==> config.mk <==
export PLATFORM = sky130hd
export DESIGN_NAME = poe_port_status_adc_results
export DESIGN_NICKNAME = d
export VERILOG_FILES = /design/src/common/poe_status_pkg.sv /design/src/rtl/poe_port_status_adc_results.sv /design/src/rtl/port_result_slice.sv
export SDC_FILE = /design/constraint.sdc
export NUM_CORES = 1
export LEC_CHECK = 0
export BUFFER_PORTS_ARGS = -buffer_cell sky130_fd_sc_hd__buf_2
export CAP_MARGIN = 15
export CORE_MARGIN = 2
export CORE_UTILIZATION = 55
export CTS_CLUSTER_SIZE = 14
export DETAILED_ROUTE_END_ITERATION = 6
export PLACE_DENSITY = 0.84
export REMOVE_ABC_BUFFERS = 1
export SLEW_MARGIN = 20
export SYNTH_ARGS = -nofsm -noshare
export SYNTH_HDL_FRONTEND = slang
export SYNTH_HIERARCHICAL = 1
export SYNTH_SLANG_ARGS = --single-unit
==> constraint.sdc <==
create_clock -name clock_i -period 2.6 [get_ports clock_i]
set_input_delay 0.65 -clock clock_i [delete_from_list [all_inputs] [get_ports clock_i]]
set_output_delay 0.65 -clock clock_i [all_outputs]
set_load 0.05 [all_outputs]
==> src/common/poe_status_pkg.sv <==
// constants, codes and carriers for the per-port status and result registers
// What this block does
// - register 0101 per port is read-only status; bits 7 to 5 read zero.
// - bit 4 shows watchdog active, bit 3 conversion busy; both zero otherwise.
// - bits 2 to 0 give port state code 000 to 101; reset to 000.
// - register 0110 gives discovery-current result bits 7 to 0, read-only.
// - register 0111 gives result bits 14 to 8 plus complete flag in bit 7.
// - complete flag clears on discovery start, sets when its conversion ends.
// - register 1000 gives voltage result bits 7 to 0, read-only.
// - register 1001 gives voltage bits 14 to 8; bit 7 low while converting.
package poe_status_pkg;

  localparam int NUM_PORTS = 4;
  localparam int SEL_W = 4;
  localparam int DATA_W = 8;
  localparam int RESULT_W = 15;
  localparam int FUNC_W = 4;
  localparam int STATE_W = 3;

  // register select codes
  localparam logic [SEL_W-1:0] SEL_STATUS2 = 4'h5;
  localparam logic [SEL_W-1:0] SEL_DISC_LO = 4'h6;
  localparam logic [SEL_W-1:0] SEL_DISC_HI = 4'h7;
  localparam logic [SEL_W-1:0] SEL_VOLT_LO = 4'h8;
  localparam logic [SEL_W-1:0] SEL_VOLT_HI = 4'h9;

  // field positions in the status register and the result high registers
  localparam int BIT_WATCHDOG = 4;
  localparam int BIT_ADC_BUSY = 3;
  localparam int BIT_DONE_FLAG = 7;

  // reset values
  localparam logic [DATA_W-1:0] STATUS_RESET = 8'h00;
  localparam logic [RESULT_W-1:0] RESULT_RESET = 15'h0000;
  localparam logic FLAG_RESET = 1'b0;
  localparam logic [DATA_W-1:0] UNMAPPED_READ = 8'h00;

  // function codes written by the host
  localparam logic [FUNC_W-1:0] FUNC_DISC1 = 4'h1;
  localparam logic [FUNC_W-1:0] FUNC_DISC2 = 4'h2;

  // port state codes
  localparam logic [STATE_W-1:0] ST_DISABLED = 3'h0;
  localparam logic [STATE_W-1:0] ST_SEARCHING = 3'h1;
  localparam logic [STATE_W-1:0] ST_POWERED = 3'h2;
  localparam logic [STATE_W-1:0] ST_FAULT = 3'h3;
  localparam logic [STATE_W-1:0] ST_TEST = 3'h4;
  localparam logic [STATE_W-1:0] ST_OTHER_FAULT = 3'h5;

  typedef enum logic [1:0] {
    CONV_NONE,
    CONV_DISC,
    CONV_VOLT,
    CONV_OTHER
  } conv_kind_t;

  // events from the port's own control logic; func_wr, volt_start and conv_done are one-cycle pulses
  typedef struct packed {
    logic watchdog_active;
    logic adc_busy;
    logic [STATE_W-1:0] port_state;
    logic func_wr;
    logic [FUNC_W-1:0] func_code;
    logic volt_start;
    logic conv_done;
    conv_kind_t conv_kind;
    logic [RESULT_W-1:0] conv_result;
  } port_evt_t;

  typedef struct packed {
    logic [DATA_W-1:0] status;
    logic disc_flag;
    logic [RESULT_W-1:0] disc_result;
    logic volt_flag;
    logic [RESULT_W-1:0] volt_result;
  } port_regs_t;

endpackage : poe_status_pkg

==> src/rtl/poe_port_status_adc_results.sv <==
// per-port status and conversion result register bank with select-code read port
`timescale 1ns/1ps
module poe_port_status_adc_results #(
  parameter int NUM_PORTS = poe_status_pkg::NUM_PORTS
) (
  // clock and reset
  input wire logic clock_i,
  input wire logic reset_i,
  // per-port events from port control logic
  input poe_status_pkg::port_evt_t evt_i [NUM_PORTS],
  // register access from the serial engine
  input wire logic [$clog2(NUM_PORTS)-1:0] port_sel_i,
  input wire logic [poe_status_pkg::SEL_W-1:0] reg_sel_i,
  input wire logic rd_en_i,
  input wire logic wr_en_i,
  input wire logic [poe_status_pkg::DATA_W-1:0] wr_data_i,
  // read answer and write acknowledge
  output logic [poe_status_pkg::DATA_W-1:0] rd_data_o,
  output logic rd_valid_o,
  output logic wr_ack_o
);

  poe_status_pkg::port_regs_t regs [NUM_PORTS];
  poe_status_pkg::port_regs_t sel_regs;
  logic [poe_status_pkg::DATA_W-1:0] rd_data_nxt;
  logic [poe_status_pkg::DATA_W-1:0] rd_data_r;
  logic rd_valid_r;
  logic wr_ack_r;
  logic mapped;
  logic [4:0] live_status_d [NUM_PORTS];

  // one register slice per port
  for (genvar p = 0; p < NUM_PORTS; p++) begin : g_port
    port_result_slice u_slice (
      .clock_i(clock_i),
      .reset_i(reset_i),
      .evt_i(evt_i[p]),
      .regs_o(regs[p])
    );

    // assertion helper: live status inputs one edge late
    always_ff @(posedge clock_i or posedge reset_i) begin
      if (reset_i) begin
        live_status_d[p] <= 5'h00;
      end else begin
        live_status_d[p] <= {evt_i[p].watchdog_active, evt_i[p].adc_busy, evt_i[p].port_state};
      end
    end
  end

  assign sel_regs = regs[port_sel_i];

  // read decode by select code
  always_comb begin
    rd_data_nxt = poe_status_pkg::UNMAPPED_READ;
    mapped = 1'b1;
    if (reg_sel_i == poe_status_pkg::SEL_STATUS2) begin
      rd_data_nxt = sel_regs.status;
    end else if (reg_sel_i == poe_status_pkg::SEL_DISC_LO) begin
      rd_data_nxt = sel_regs.disc_result[7:0];
    end else if (reg_sel_i == poe_status_pkg::SEL_DISC_HI) begin
      rd_data_nxt = {sel_regs.disc_flag, sel_regs.disc_result[14:8]};
    end else if (reg_sel_i == poe_status_pkg::SEL_VOLT_LO) begin
      rd_data_nxt = sel_regs.volt_result[7:0];
    end else if (reg_sel_i == poe_status_pkg::SEL_VOLT_HI) begin
      rd_data_nxt = {sel_regs.volt_flag, sel_regs.volt_result[14:8]};
    end else begin
      mapped = 1'b0;
    end
  end

  // read data register, held until the next read
  always_ff @(posedge clock_i or posedge reset_i) begin
    if (reset_i) begin
      rd_data_r <= poe_status_pkg::UNMAPPED_READ;
    end else if (rd_en_i) begin
      rd_data_r <= rd_data_nxt;
    end
  end

  always_ff @(posedge clock_i or posedge reset_i) begin
    if (reset_i) begin
      rd_valid_r <= 1'b0;
    end else begin
      rd_valid_r <= rd_en_i;
    end
  end

  // writes are acknowledged and dropped; a write in the same cycle as a read gets no acknowledge
  always_ff @(posedge clock_i or posedge reset_i) begin
    if (reset_i) begin
      wr_ack_r <= 1'b0;
    end else begin
      wr_ack_r <= wr_en_i && !rd_en_i;
    end
  end

  assign rd_data_o = rd_data_r;
  assign rd_valid_o = rd_valid_r;
  assign wr_ack_o = wr_ack_r;

  property p_rd_status;
    @(posedge clock_i) disable iff (reset_i)
      rd_en_i && reg_sel_i == poe_status_pkg::SEL_STATUS2 |=>
        rd_valid_o && rd_data_o[7:5] == 3'h0 &&
        rd_data_o[4] == $past(regs[port_sel_i].status[poe_status_pkg::BIT_WATCHDOG]) &&
        rd_data_o[3] == $past(regs[port_sel_i].status[poe_status_pkg::BIT_ADC_BUSY]);
  endproperty
  a_rd_status: assert property (p_rd_status) else $error("status read wrong");

  property p_status_follow;
    @(posedge clock_i) disable iff (reset_i)
      rd_en_i && reg_sel_i == poe_status_pkg::SEL_STATUS2 |=>
        rd_data_o[4] == $past(live_status_d[port_sel_i][4]) &&
        rd_data_o[3] == $past(live_status_d[port_sel_i][3]);
  endproperty
  a_status_follow: assert property (p_status_follow) else $error("status bits do not follow port logic");

  property p_state_follow;
    @(posedge clock_i) disable iff (reset_i)
      rd_en_i && reg_sel_i == poe_status_pkg::SEL_STATUS2 |=>
        rd_data_o[2:0] == $past(live_status_d[port_sel_i][2:0]);
  endproperty
  a_state_follow: assert property (p_state_follow) else $error("port state code wrong");

  property p_rd_disc_lo;
    @(posedge clock_i) disable iff (reset_i)
      rd_en_i && reg_sel_i == poe_status_pkg::SEL_DISC_LO |=> rd_data_o == $past(regs[port_sel_i].disc_result[7:0]);
  endproperty
  a_rd_disc_lo: assert property (p_rd_disc_lo) else $error("discovery low byte wrong");

  property p_rd_disc_hi;
    @(posedge clock_i) disable iff (reset_i)
      rd_en_i && reg_sel_i == poe_status_pkg::SEL_DISC_HI |=>
        rd_data_o[6:0] == $past(regs[port_sel_i].disc_result[14:8]) &&
        rd_data_o[poe_status_pkg::BIT_DONE_FLAG] == $past(regs[port_sel_i].disc_flag);
  endproperty
  a_rd_disc_hi: assert property (p_rd_disc_hi) else $error("discovery high byte wrong");

  property p_rd_volt_lo;
    @(posedge clock_i) disable iff (reset_i)
      rd_en_i && reg_sel_i == poe_status_pkg::SEL_VOLT_LO |=> rd_data_o == $past(regs[port_sel_i].volt_result[7:0]);
  endproperty
  a_rd_volt_lo: assert property (p_rd_volt_lo) else $error("voltage low byte wrong");

  property p_rd_volt_hi;
    @(posedge clock_i) disable iff (reset_i)
      rd_en_i && reg_sel_i == poe_status_pkg::SEL_VOLT_HI |=>
        rd_data_o[6:0] == $past(regs[port_sel_i].volt_result[14:8]) &&
        rd_data_o[poe_status_pkg::BIT_DONE_FLAG] == $past(regs[port_sel_i].volt_flag);
  endproperty
  a_rd_volt_hi: assert property (p_rd_volt_hi) else $error("voltage high byte wrong");

  property p_unmapped;
    @(posedge clock_i) disable iff (reset_i)
      rd_en_i && !mapped |=> rd_valid_o && rd_data_o == poe_status_pkg::UNMAPPED_READ;
  endproperty
  a_unmapped: assert property (p_unmapped) else $error("unmapped select not read as zero");

  property p_wr_no_effect;
    @(posedge clock_i) disable iff (reset_i)
      wr_en_i && !rd_en_i |=> wr_ack_o && !rd_valid_o && $stable(rd_data_o);
  endproperty
  a_wr_no_effect: assert property (p_wr_no_effect) else $error("write disturbed read path");

endmodule : poe_port_status_adc_results

==> src/rtl/port_result_slice.sv <==
// one port's status and result registers
`timescale 1ns/1ps
module port_result_slice (
  // clock and reset
  input wire logic clock_i,
  input wire logic reset_i,
  // events from port logic
  input poe_status_pkg::port_evt_t evt_i,
  // register contents
  output poe_status_pkg::port_regs_t regs_o
);

  logic [poe_status_pkg::DATA_W-1:0] status_r;
  logic disc_active_r;
  logic disc_flag_r;
  logic [poe_status_pkg::RESULT_W-1:0] disc_result_r;
  logic volt_flag_r;
  logic [poe_status_pkg::RESULT_W-1:0] volt_result_r;
  logic disc_start;
  logic disc_done;
  logic volt_done;

  assign disc_start = evt_i.func_wr &&
    (evt_i.func_code == poe_status_pkg::FUNC_DISC1 || evt_i.func_code == poe_status_pkg::FUNC_DISC2);
  assign disc_done = evt_i.conv_done && evt_i.conv_kind == poe_status_pkg::CONV_DISC && disc_active_r;
  assign volt_done = evt_i.conv_done && evt_i.conv_kind == poe_status_pkg::CONV_VOLT;

  // status snapshot, top bits forced low
  always_ff @(posedge clock_i or posedge reset_i) begin
    if (reset_i) begin
      status_r <= poe_status_pkg::STATUS_RESET;
    end else begin
      status_r <= {3'h0, evt_i.watchdog_active, evt_i.adc_busy, evt_i.port_state};
    end
  end

  // discovery function in progress
  always_ff @(posedge clock_i or posedge reset_i) begin
    if (reset_i) begin
      disc_active_r <= 1'b0;
    end else if (evt_i.func_wr) begin
      disc_active_r <= disc_start;
    end else if (disc_done) begin
      disc_active_r <= 1'b0;
    end
  end

  // discovery complete flag, set wins over clear
  always_ff @(posedge clock_i or posedge reset_i) begin
    if (reset_i) begin
      disc_flag_r <= poe_status_pkg::FLAG_RESET;
    end else if (disc_done) begin
      disc_flag_r <= 1'b1;
    end else if (disc_start) begin
      disc_flag_r <= 1'b0;
    end
  end

  always_ff @(posedge clock_i or posedge reset_i) begin
    if (reset_i) begin
      disc_result_r <= poe_status_pkg::RESULT_RESET;
    end else if (disc_done) begin
      disc_result_r <= evt_i.conv_result;
    end
  end

  // voltage complete flag, set wins over clear
  always_ff @(posedge clock_i or posedge reset_i) begin
    if (reset_i) begin
      volt_flag_r <= poe_status_pkg::FLAG_RESET;
    end else if (volt_done) begin
      volt_flag_r <= 1'b1;
    end else if (evt_i.volt_start) begin
      volt_flag_r <= 1'b0;
    end
  end

  always_ff @(posedge clock_i or posedge reset_i) begin
    if (reset_i) begin
      volt_result_r <= poe_status_pkg::RESULT_RESET;
    end else if (volt_done) begin
      volt_result_r <= evt_i.conv_result;
    end
  end

  assign regs_o = '{status: status_r, disc_flag: disc_flag_r, disc_result: disc_result_r,
                    volt_flag: volt_flag_r, volt_result: volt_result_r};

  property p_disc_clear;
    @(posedge clock_i) disable iff (reset_i) disc_start && !disc_done |=> !disc_flag_r ##1 !disc_flag_r || $past(disc_done);
  endproperty
  a_disc_clear: assert property (p_disc_clear) else $error("discovery flag not cleared at start");

  property p_disc_set;
    @(posedge clock_i) disable iff (reset_i) disc_done |=> disc_flag_r && disc_result_r == $past(evt_i.conv_result);
  endproperty
  a_disc_set: assert property (p_disc_set) else $error("discovery flag or result not set at end");

  property p_volt_cycle;
    @(posedge clock_i) disable iff (reset_i) evt_i.volt_start && !volt_done ##1 !volt_done [*2] |=> !volt_flag_r;
  endproperty
  a_volt_cycle: assert property (p_volt_cycle) else $error("voltage flag high during conversion");

  property p_volt_set;
    @(posedge clock_i) disable iff (reset_i) volt_done |=> volt_flag_r && volt_result_r == $past(evt_i.conv_result);
  endproperty
  a_volt_set: assert property (p_volt_set) else $error("voltage flag or result not set at end");

  property p_hold;
    @(posedge clock_i) disable iff (reset_i) !disc_done && !volt_done |=> $stable(disc_result_r) && $stable(volt_result_r);
  endproperty
  a_hold: assert property (p_hold) else $error("result changed without a conversion");

endmodule : port_result_slice

==> impl_metrics.json, run 1 <==
{
  "outcome": "finished, final reports clean",
  "grt_usage_pct": 26.7,
  "finalSetupViolations": 0,
  "grt_pass1_vias": 5274,
  "powerDensity_nw_per_um2": 801,
  "antenna_found_initial": 2,
  "critPathBufInv": 2,
  "crit_type": "input port to register",
  "maxCapViolCount": 0,
  "synth_area_per_cell_sq_um": 15.8,
  "firstDrtPassIters": 4,
  "cts.clk_slew.worst_paths_ps": 60,
  "cts_resized": 0,
  "wl_per_cell_microns": 22.8,
  "pin_count": 144,
  "r2r-end": "rd_data_o[3]",
  "ir_drop_v": 0.000654,
  "ff2ff_setup_slack_ps": 1060,
  "start_kind": "input port",
  "grt_overflow_total": 0,
  "reg2reg_from": "g_port[1].u_slice/disc_result_r[11]",
  "grt_max_degree": 42,
  "post-route-period-util_pct": 71.8,
  "critPathTopFamily": "multiplexers",
  "worstSetupEndpoint": "rd_data_o[3]",
  "dr_total_vias": 4653,
  "postLayoutCoreUtil_pct": 67.0,
  "synth_adder_area_share_pct": 0,
  "cp_data_required_time_ps": 2910,
  "fin_setup_tns_ps": 0,
  "clk_latency_ps": 430,
  "holdWs_ps": 129,
  "rr_worst_depth": 4,
  "io_buffer_count": 135,
  "register_area_sq_um": 4050,
  "worstPathArrival_ps": 2180,
  "cts_sinks": 162,
  "syn_to_final_growth_pct": 18.1,
  "hold_violations": 0,
  "synth_top_family_by_area": "multiplexers",
  "syn_area_sq_um": 7570,
  "post_cts.repair.setup_buffers": 0,
  "initial_core_util_pct": 56.7,
  "power.leakage_nw": 4.37,
  "synth_compound_area_share_pct": 3.49,
  "rsz0062_at_grt": "false",
  "syn_inst": 478,
  "crit_cells": 6,
  "routed_wl_mm": 18.2,
  "die_height_microns": 121,
  "skew_ps": 12.8,
  "worstPathMaxFanout": 26,
  "cts_buffer_depth": 2,
  "die_area_sq_um": 14700,
  "nets": 743,
  "fill_cells": 924,
  "final_common_cell": "dfrtp_1",
  "period_minus_slack_ps": 1870,
  "yosys.area.top_type": "dfrtp_1",
  "synth.top_cell.area_share_pct": 53.5,
  "yosys_register_bits": 162,
  "drive_above_1_share_pct": 54.2,
  "cts_tree": "yes",
  "multi_input_area_sq_um": 3190,
  "worst_hold_path_type": "input port to async pin",
  "h-tree-depth": 4,
  "ant_nets": 0,
  "yosys.area_share.simple_pct": 5.07,
  "crit_path_start": "port_sel_i[0]",
  "synth_warnings": 6,
  "cts-buffers-inserted": 17,
  "place_hpwl_mm": 12.2,
  "synth_xor_xnor_area_share_pct": 0.463,
  "end_kind": "register",
  "die_w_microns": 121,
  "synth.distinct_cells": 32,
  "drv_slew": 0,
  "drt_iter0_markers": 250,
  "crit_path_max_incr_delay_ps": 570,
  "rows": 42,
  "crit_slowest_cell": "mux4_1",
  "drcViolationCount": 0,
  "final_cell_mix": "162 x dfrtp_1, 135 x buf_2, 93 x mux2_2",
  "routabilityCongestion": 0.852,
  "synth_mux_area_share_pct": 32.6,
  "holdBufCountCts": 0,
  "grt_pass1_wl_mm": 28.7,
  "core_sq_um": 13300,
  "avgViaCountPerCell": 5.82,
  "slew_headroom_pct": 47.2,
  "ys_seq_area_share_pct": 53.5,
  "synth.area.top_cells": "dfrtp_1 54%, mux2_2 14%, mux4_2 6.5%, mux2_4 6.3%, mux4_1 4.5%",
  "cts_root_buf": "clkbuf_16",
  "path_cells": "buf_2 > buf_12 > mux4_1 > a22oi_1 > a22o_1 > nor2_1",
  "worst_pin_slew_ps": 788,
  "fmax_ghz": 0.535
}
-- registers in the layout (all words and copies together) (netlist names) --
register / flops
rd_valid_o: 1
g_port.u_slice/disc_result_r: 60
g_port.u_slice/status_r: 20
rd_data_o: 8
g_port.u_slice/volt_result_r: 60
wr_ack_o: 1
g_port.u_slice/disc_active_r: 4
g_port.u_slice/volt_flag_r: 4
g_port.u_slice/disc_flag_r: 4
-- final cells by class --
type	instances	area share (%)
sequential	162	45.3
multi-input combinational	273	35.7
timing repair buffer	146	8.90
clock buffer	21	5.15
tap	176	2.46
clock inverter	11	2.04
inverter	9	0.378
antenna	2	0.0560
-- per-layer routing --
| layer | global-route usage, % | wire (microns) | vias to the layer above |
|---|---|---|---|
| li1 | - | - | 2023 |
| met1 | 34.6 | 7460 | 2416 |
| met2 | 42.9 | 9170 | 181 |
| met3 | 7.38 | 1210 | 31 |
| met4 | 10.8 | 369 | 2 |
| met5 | 0 | 13 | - |
-- where the power goes --
| part | switching, W | internal [W] | leakage, nW |
|---|---|---|---|
| clock network | 0.000984 | 0.00175 | 0.317 |
| logic | 0.000470 | 0.000728 | 2.05 |
| registers | 0.000259 | 0.00298 | 2.00 |
| total | 0.00171 | 0.00546 | 4.37 |
-- through the flow --
stage          setup WS [ps]  total power (W)  area, sq um  cells
2_1_floorplan            697          0.00402         7280    444
3_3_place_gp             330          0.00436         8300    766
3_5_place_dp             314          0.00446         8300    766
4_1_cts                  759          0.00720         8940    798
5_1_grt                  689          0.00744         8940    799
6_report                 732          0.00717         8940    800
-- cell usage after synthesis --
| master | instances |
|---|---|
| xor2_1 | 4 |
| nand3b_1 | 4 |
| nor3b_1 | 2 |
| nand4b_4 | 4 |
| buf_12 | 1 |
| nor2_1 | 8 |
| conb_1 | 4 |
| nor2b_1 | 3 |
| mux2_2 | 93 |
| o21ai_0 | 4 |
| o2111ai_1 | 5 |
| a21bo_2 | 4 |
| o22ai_1 | 8 |
| buf_1 | 2 |
| nand3_1 | 10 |
| a21boi_0 | 1 |
| clkbuf_1 | 3 |
| mux2_4 | 32 |
| inv_1 | 9 |
| mux4_1 | 13 |
| buf_4 | 26 |
| dfrtp_1 | 162 |
| a22o_1 | 3 |
| mux4_2 | 22 |
| mux2i_1 | 10 |
| a31oi_1 | 5 |
| buf_6 | 6 |
| nand3b_4 | 4 |
| buf_2 | 4 |
| nand2_1 | 15 |
| and3b_1 | 1 |
| a22oi_1 | 6 |
-- worst min path at each step --
stage | from | to | slack, ps | cells past startpoint
2_1_floorplan | g_port[1].u_slice/disc_flag_r | g_port[1].u_slice/disc_flag_r | 450 | 1
3_3_place_gp | g_port[0].u_slice/disc_flag_r | g_port[0].u_slice/disc_flag_r | 460 | 1
3_5_place_dp | g_port[0].u_slice/disc_flag_r | g_port[0].u_slice/disc_flag_r | 470 | 1
4_1_cts | reset_i | g_port[1].u_slice/status_r[2] | 110 | 2
5_1_grt | reset_i | g_port[1].u_slice/status_r[2] | 130 | 2
6_report | reset_i | g_port[1].u_slice/status_r[2] | 130 | 2
-- kinds of logic after synthesis --
kind of cell              after synthesis
buffers and inverters                  51
AOI/OAI and AO/OA                      36
other                                   4
muxes                                 170
DFF                                   162
and+or+nand+nor                        51
xor gates and xnor gates                4
Power figures use the tool's default switching activity.
==> run 2: changes to the inputs <==
--- a/config.mk
+++ b/config.mk
@@ -8,10 +8,10 @@
 export BUFFER_PORTS_ARGS = -buffer_cell sky130_fd_sc_hd__buf_2
 export CAP_MARGIN = 15
 export CORE_MARGIN = 2
-export CORE_UTILIZATION = 55
+export CORE_UTILIZATION = 50
 export CTS_CLUSTER_SIZE = 14
 export DETAILED_ROUTE_END_ITERATION = 6
-export PLACE_DENSITY = 0.84
+export PLACE_DENSITY = 0.81
 export REMOVE_ABC_BUFFERS = 1
 export SLEW_MARGIN = 20
 export SYNTH_ARGS = -nofsm -noshare
==> constraint.sdc (replaced) <==
create_clock -name clock_i -period 1.66 [get_ports clock_i]
set_input_delay 0.415 -clock clock_i [delete_from_list [all_inputs] [get_ports clock_i]]
set_output_delay 0.415 -clock clock_i [all_outputs]
set_load 0.05 [all_outputs]
==> run 2 against run 1 <==
  * Total power grew 53%
  * Die area grew 9.7%
  * Worst setup slack lost 620 ps
  * Register-to-register slack lost 900 ps
  * Sequential power grew 57%
  * Sequential cell count is the same
  * Largest power group unchanged
  * Cell count grew 3.0%
  * Largest cell class unchanged
  * Global-route usage shrank 2.0 points
  * Routed wire length grew 4.4%
  * Non-clock buffer count grew 18
  * Critical endpoint is now rd_data_o[6]
==> impl_metrics.json, run 2 (synthesis gave the netlist of run 1 again) <==
{
  "drt_iter0_markers": 311,
  "io_buffer_count": 135,
  "powerDensity_nw_per_um2": 1200,
  "hold_violations": 0,
  "worst_hold_path_type": "input port to register",
  "drive_above_1_share_pct": 55.2,
  "drv_slew": 0,
  "min_path_cells": 1,
  "cts_sinks": 162,
  "cts_buffer_depth": 2,
  "dr_total_vias": 4680,
  "design_area_sq_um": 9140,
  "grt_usage_pct": 24.7,
  "clk_latency_ps": 420,
  "avgViaCountPerCell": 5.68,
  "dp_slack_ps": -331,
  "worst_pin_slew_ps": 925,
  "outcome": "finished, final reports clean",
  "final_common_cell": "dfrtp_1",
  "end_kind": "register",
  "reg2reg_from": "g_port[1].u_slice/disc_result_r[6]",
  "initial_core_util_pct": 51.7,
  "grt_overflow_total": 0,
  "wl_per_cell_microns": 23.1,
  "final_cell_mix": "162 x dfrtp_1, 135 x buf_2, 93 x mux2_2",
  "ant_nets": 0,
  "cp_data_required_time_ps": 1910,
  "h-tree-depth": 4,
  "cts_tree": "yes",
  "cts.clk_slew.worst_paths_ps": 60,
  "start_kind": "input port",
  "routed_wl_mm": 19.0,
  "skew_ps": 5.08,
  "firstDrtPassIters": 4,
  "largestRegisters": "g_port.u_slice/disc_result_r (60), g_port.u_slice/volt_result_r (60), g_port.u_slice/status_r (20)",
  "hold_start": "evt_i[112]",
  "final_cells": 824,
  "nets": 761,
  "critPathTopFamily": "multiplexers",
  "place_inst": 791,
  "crit_path_start": "port_sel_i[0]",
  "grt_pass1_vias": 5313,
  "die_area_sq_um": 16100,
  "critPathBufInv": 2,
  "crit_slowest_cell": "mux4_1",
  "worstPathMaxFanout": 19,
  "maxCapViolCount": 0,
  "power_w": 0.0110,
  "fin_setup_tns_ps": 0,
  "diodes": 0,
  "cts_root_buf": "clkbuf_16",
  "grt_max_degree": 31,
  "pin_count": 144,
  "path_cells": "buf_2 > buf_12 > mux4_1 > mux2_2 > nand2_1 > a31oi_1",
  "worstPathArrival_ps": 1810,
  "rows": 44,
  "placed_area_sq_um": 8520,
  "core_sq_um": 14600,
  "rr_worst_depth": 4,
  "period_minus_slack_ps": 1550,
  "die_height_microns": 127,
  "slew_headroom_pct": 37.8,
  "crit_cells": 6,
  "drcViolationCount": 0,
  "syn_to_final_growth_pct": 20.7,
  "rsz0062_at_grt": "false",
  "routabilityCongestion": 0.877,
  "crit_path_max_incr_delay_ps": 570,
  "post-route-period-util_pct": 93.5,
  "finalSetupViolations": 0,
  "ir_drop_v": 0.000783,
  "grt_pass1_wl_mm": 29.7,
  "crit_type": "input port to register",
  "post_cts.repair.setup_buffers": 0,
  "power.leakage_nw": 4.44,
  "place_hpwl_mm": 13.4,
  "antenna_found_initial": 1,
  "fmax_ghz": 0.644,
  "setup_slack_ps": 107,
  "die_w_microns": 127,
  "cts-buffers-inserted": 17
}
run 2: cell count changes in the layout (fill, tap and decap cells not counted), sizes merged:
cell,delta
dlygate4sd3,+1
buf,+17
clkbuf,-2
inv,-2
bufinv,-2
diode,-2
clkinvlp,+6
run 2: worst reg2reg max path: stages, from the launching register on:
cell	delay (ps)
dfrtp_1	400
mux4_1	500
mux2_2	270
nand2_1	80
a31oi_1	80
run 2: what timing repair did:
item	4_1_cts	5_1_grt
hold buffers	1	0
resized for setup	0	0
hold endpoints to repair	8	0
run 2: stage by stage:
stage	hold WS [ps]	util, %
after floorplan	255	-
after CTS	86.9	62.4
after global routing	79.0	62.4
after global placement	417	58.2
final	96.3	62.4
after detailed placement	432	58.2
run 2: report_power, final:
part           internal (W)  switching [W]
Combinational       0.00117       0.000742
Sequential          0.00467       0.000415
Clock               0.00240        0.00157
Total               0.00824        0.00273
run 2: worst paths after layout:
path | endpoint | slack [ps]
max | rd_data_o[6] | 110
min reg2reg | g_port[2].u_slice/disc_flag_r | 490
min in group asynchronous | g_port[3].u_slice/volt_result_r[4] | 550
max in group asynchronous | wr_ack_o | 610
max reg2reg | rd_data_o[6] | 160
min | g_port[0].u_slice/status_r[1] | 100
run 2: routing by layer:
metal  wire, microns  vias up  GRT usage [%]
met5               8        -              0
met4             148        2           6.72
met3            1520       16           7.04
met2            9590      204           40.7
met1            7760     2407           32.7
li1                -     2051              -
run 2: cell type report:
| type | count | area, sq um |
|---|---|---|
| clock buffers | 19 | 443 |
| clock inverters | 13 | 161 |
| fillers | 1079 | 5510 |
| inverters | 9 | 33.8 |
| multi-input cells | 273 | 3190 |
| flip-flops and latches | 162 | 4050 |
| well taps | 184 | 230 |
| repair buffers | 164 | 1020 |
==> run 3: changes to the inputs <==
--- a/config.mk
+++ b/config.mk
@@ -8,10 +8,10 @@
 export BUFFER_PORTS_ARGS = -buffer_cell sky130_fd_sc_hd__buf_2
 export CAP_MARGIN = 15
 export CORE_MARGIN = 2
-export CORE_UTILIZATION = 50
+export CORE_UTILIZATION = 55
 export CTS_CLUSTER_SIZE = 14
 export DETAILED_ROUTE_END_ITERATION = 6
-export PLACE_DENSITY = 0.81
+export PLACE_DENSITY = 0.84
 export REMOVE_ABC_BUFFERS = 1
 export SLEW_MARGIN = 20
 export SYNTH_ARGS = -nofsm -noshare
==> constraint.sdc (replaced) <==
create_clock -name clock_i -period 1.67 [get_ports clock_i]
set_input_delay 0.4175 -clock clock_i [delete_from_list [all_inputs] [get_ports clock_i]]
set_output_delay 0.4175 -clock clock_i [all_outputs]
set_load 0.05 [all_outputs]
==> run 3 against run 2 <==
  * Clock power down 5.5%
  * First-iteration DRC count is 3.2% lower
  * Register-to-register slack got worse by 80 ps
  * Via count rose by 2.9%
  * Final area grew 0.11%
==> impl_metrics.json, run 3 (synthesis gave the netlist of run 1 again) <==
{
  "die_height_microns": 121,
  "design_area_sq_um": 9150,
  "post-route-period-util_pct": 96.2,
  "antenna_found_initial": 2,
  "grt_pass1_vias": 5495,
  "crit_type": "input port to register",
  "h-tree-depth": 4,
  "holdBufCountCts": 1,
  "cts-buffers-inserted": 17,
  "ant_nets": 0,
  "placed_area_sq_um": 8560,
  "rr_worst_depth": 4,
  "die_area_sq_um": 14700,
  "finalSetupViolations": 0,
  "post_cts.repair.setup_buffers": 0,
  "end_kind": "register",
  "firstDrtPassIters": 5,
  "period_minus_slack_ps": 1610,
  "power.leakage_nw": 4.48,
  "io_buffer_count": 135,
  "initial_core_util_pct": 56.7,
  "dr_total_vias": 4818,
  "rsz0062_at_grt": "false",
  "final_common_cell": "dfrtp_1",
  "worst_pin_slew_ps": 813,
  "routed_wl_mm": 19.1,
  "hold_violations": 0,
  "clk_latency_ps": 420,
  "cts.clk_slew.worst_paths_ps": 60,
  "core_sq_um": 13300,
  "worstPathArrival_ps": 1910,
  "drive_above_1_share_pct": 54.9,
  "slew_headroom_pct": 45.3,
  "multi_input_area_sq_um": 3190,
  "skew_ps": 4.97,
  "grt_overflow_total": 0,
  "fmax_ghz": 0.623,
  "drt_iter0_markers": 301,
  "fill_cells": 946,
  "power_w": 0.0107,
  "powerDensity_nw_per_um2": 1170,
  "routabilityCongestion": 0.806,
  "cts_sinks": 162,
  "min_path_cells": 1,
  "fin_setup_tns_ps": 0,
  "outcome": "finished, final reports clean",
  "cts_root_buf": "clkbuf_16",
  "cts_buffer_depth": 2,
  "postLayoutCoreUtil_pct": 68.5,
  "avgViaCountPerCell": 5.87,
  "cts_resized": 0,
  "cts_tree": "yes",
  "grt_pass1_wl_mm": 30.4,
  "maxCapViolCount": 0,
  "drv_slew": 0,
  "rows": 42,
  "worst_hold_path_type": "input port to register",
  "syn_to_final_growth_pct": 20.8,
  "start_kind": "input port",
  "wl_per_cell_microns": 23.2,
  "register_area_sq_um": 4050,
  "ir_drop_v": 0.000785,
  "nets": 764,
  "final_cell_mix": "162 x dfrtp_1, 135 x buf_2, 93 x mux2_2",
  "drcViolationCount": 0,
  "grt_usage_pct": 28.3,
  "die_w_microns": 121,
  "largestRegisters": "g_port.u_slice/disc_result_r (60), g_port.u_slice/volt_result_r (60), g_port.u_slice/status_r (20)",
  "worstPathMaxFanout": 23,
  "place_hpwl_mm": 13.1,
  "pin_count": 144,
  "cp_data_required_time_ps": 1970,
  "grt_max_degree": 35
}
==> run 3: routing by layer <==
metal	GRT usage, %	up-vias	wire (microns)
li1	-	2066	-
met1	34.0	2470	7330
met2	48.2	235	9800
met3	7.89	47	1360
met4	11.6	0	567
met5	0	-	0
==> run 3: worst paths after layout <==
path | from | end | slack (ps)
max | port_sel_i[0] | rd_data_o[2] | 60
min | evt_i[83] | g_port[1].u_slice/status_r[1] | 100
max reg2reg | g_port[1].u_slice/disc_result_r[11] | rd_data_o[3] | 80
min reg2reg | g_port[0].u_slice/disc_flag_r | g_port[0].u_slice/disc_flag_r | 480
max in group asynchronous | reset_i | g_port[1].u_slice/volt_result_r[7] | 520
min in group asynchronous | reset_i | g_port[3].u_slice/status_r[0] | 480
==> run 3: metrics by stage <==
stage | cells | setup WS, ps | hold WS (ps)
floorplan | 444 | -0.857 | 258
global placement | 786 | -334 | 368
detailed placement | 786 | -349 | 367
CTS | 819 | 97.1 | 88.0
global route | 821 | 4.67 | 82.9
finish | 821 | 64.1 | 103
==> run 3: worst max-delay path, stage by stage <==
cell	delay (ps)
buf_2	140
buf_12	210
mux4_1	570
a22oi_1	280
a22o_1	220
nor2_1	50
==> run 3: final cells by class <==
type                    count  share of cell area (%)
clock buffers              28                    5.76
repair buffers            167                    11.7
multi-input cells         273                    34.9
clock inverters             4                   0.492
flip-flops and latches    162                    44.3
diodes                      2                  0.0547
inverters                   9                   0.369
well taps                 176                    2.41
==> run 3: report_power, final <==
group / switching [W] / internal, W / total, W
clock: 0.00146 / 0.00229 / 0.00375
combinational: 0.000763 / 0.00118 / 0.00194
sequential: 0.000413 / 0.00465 / 0.00506
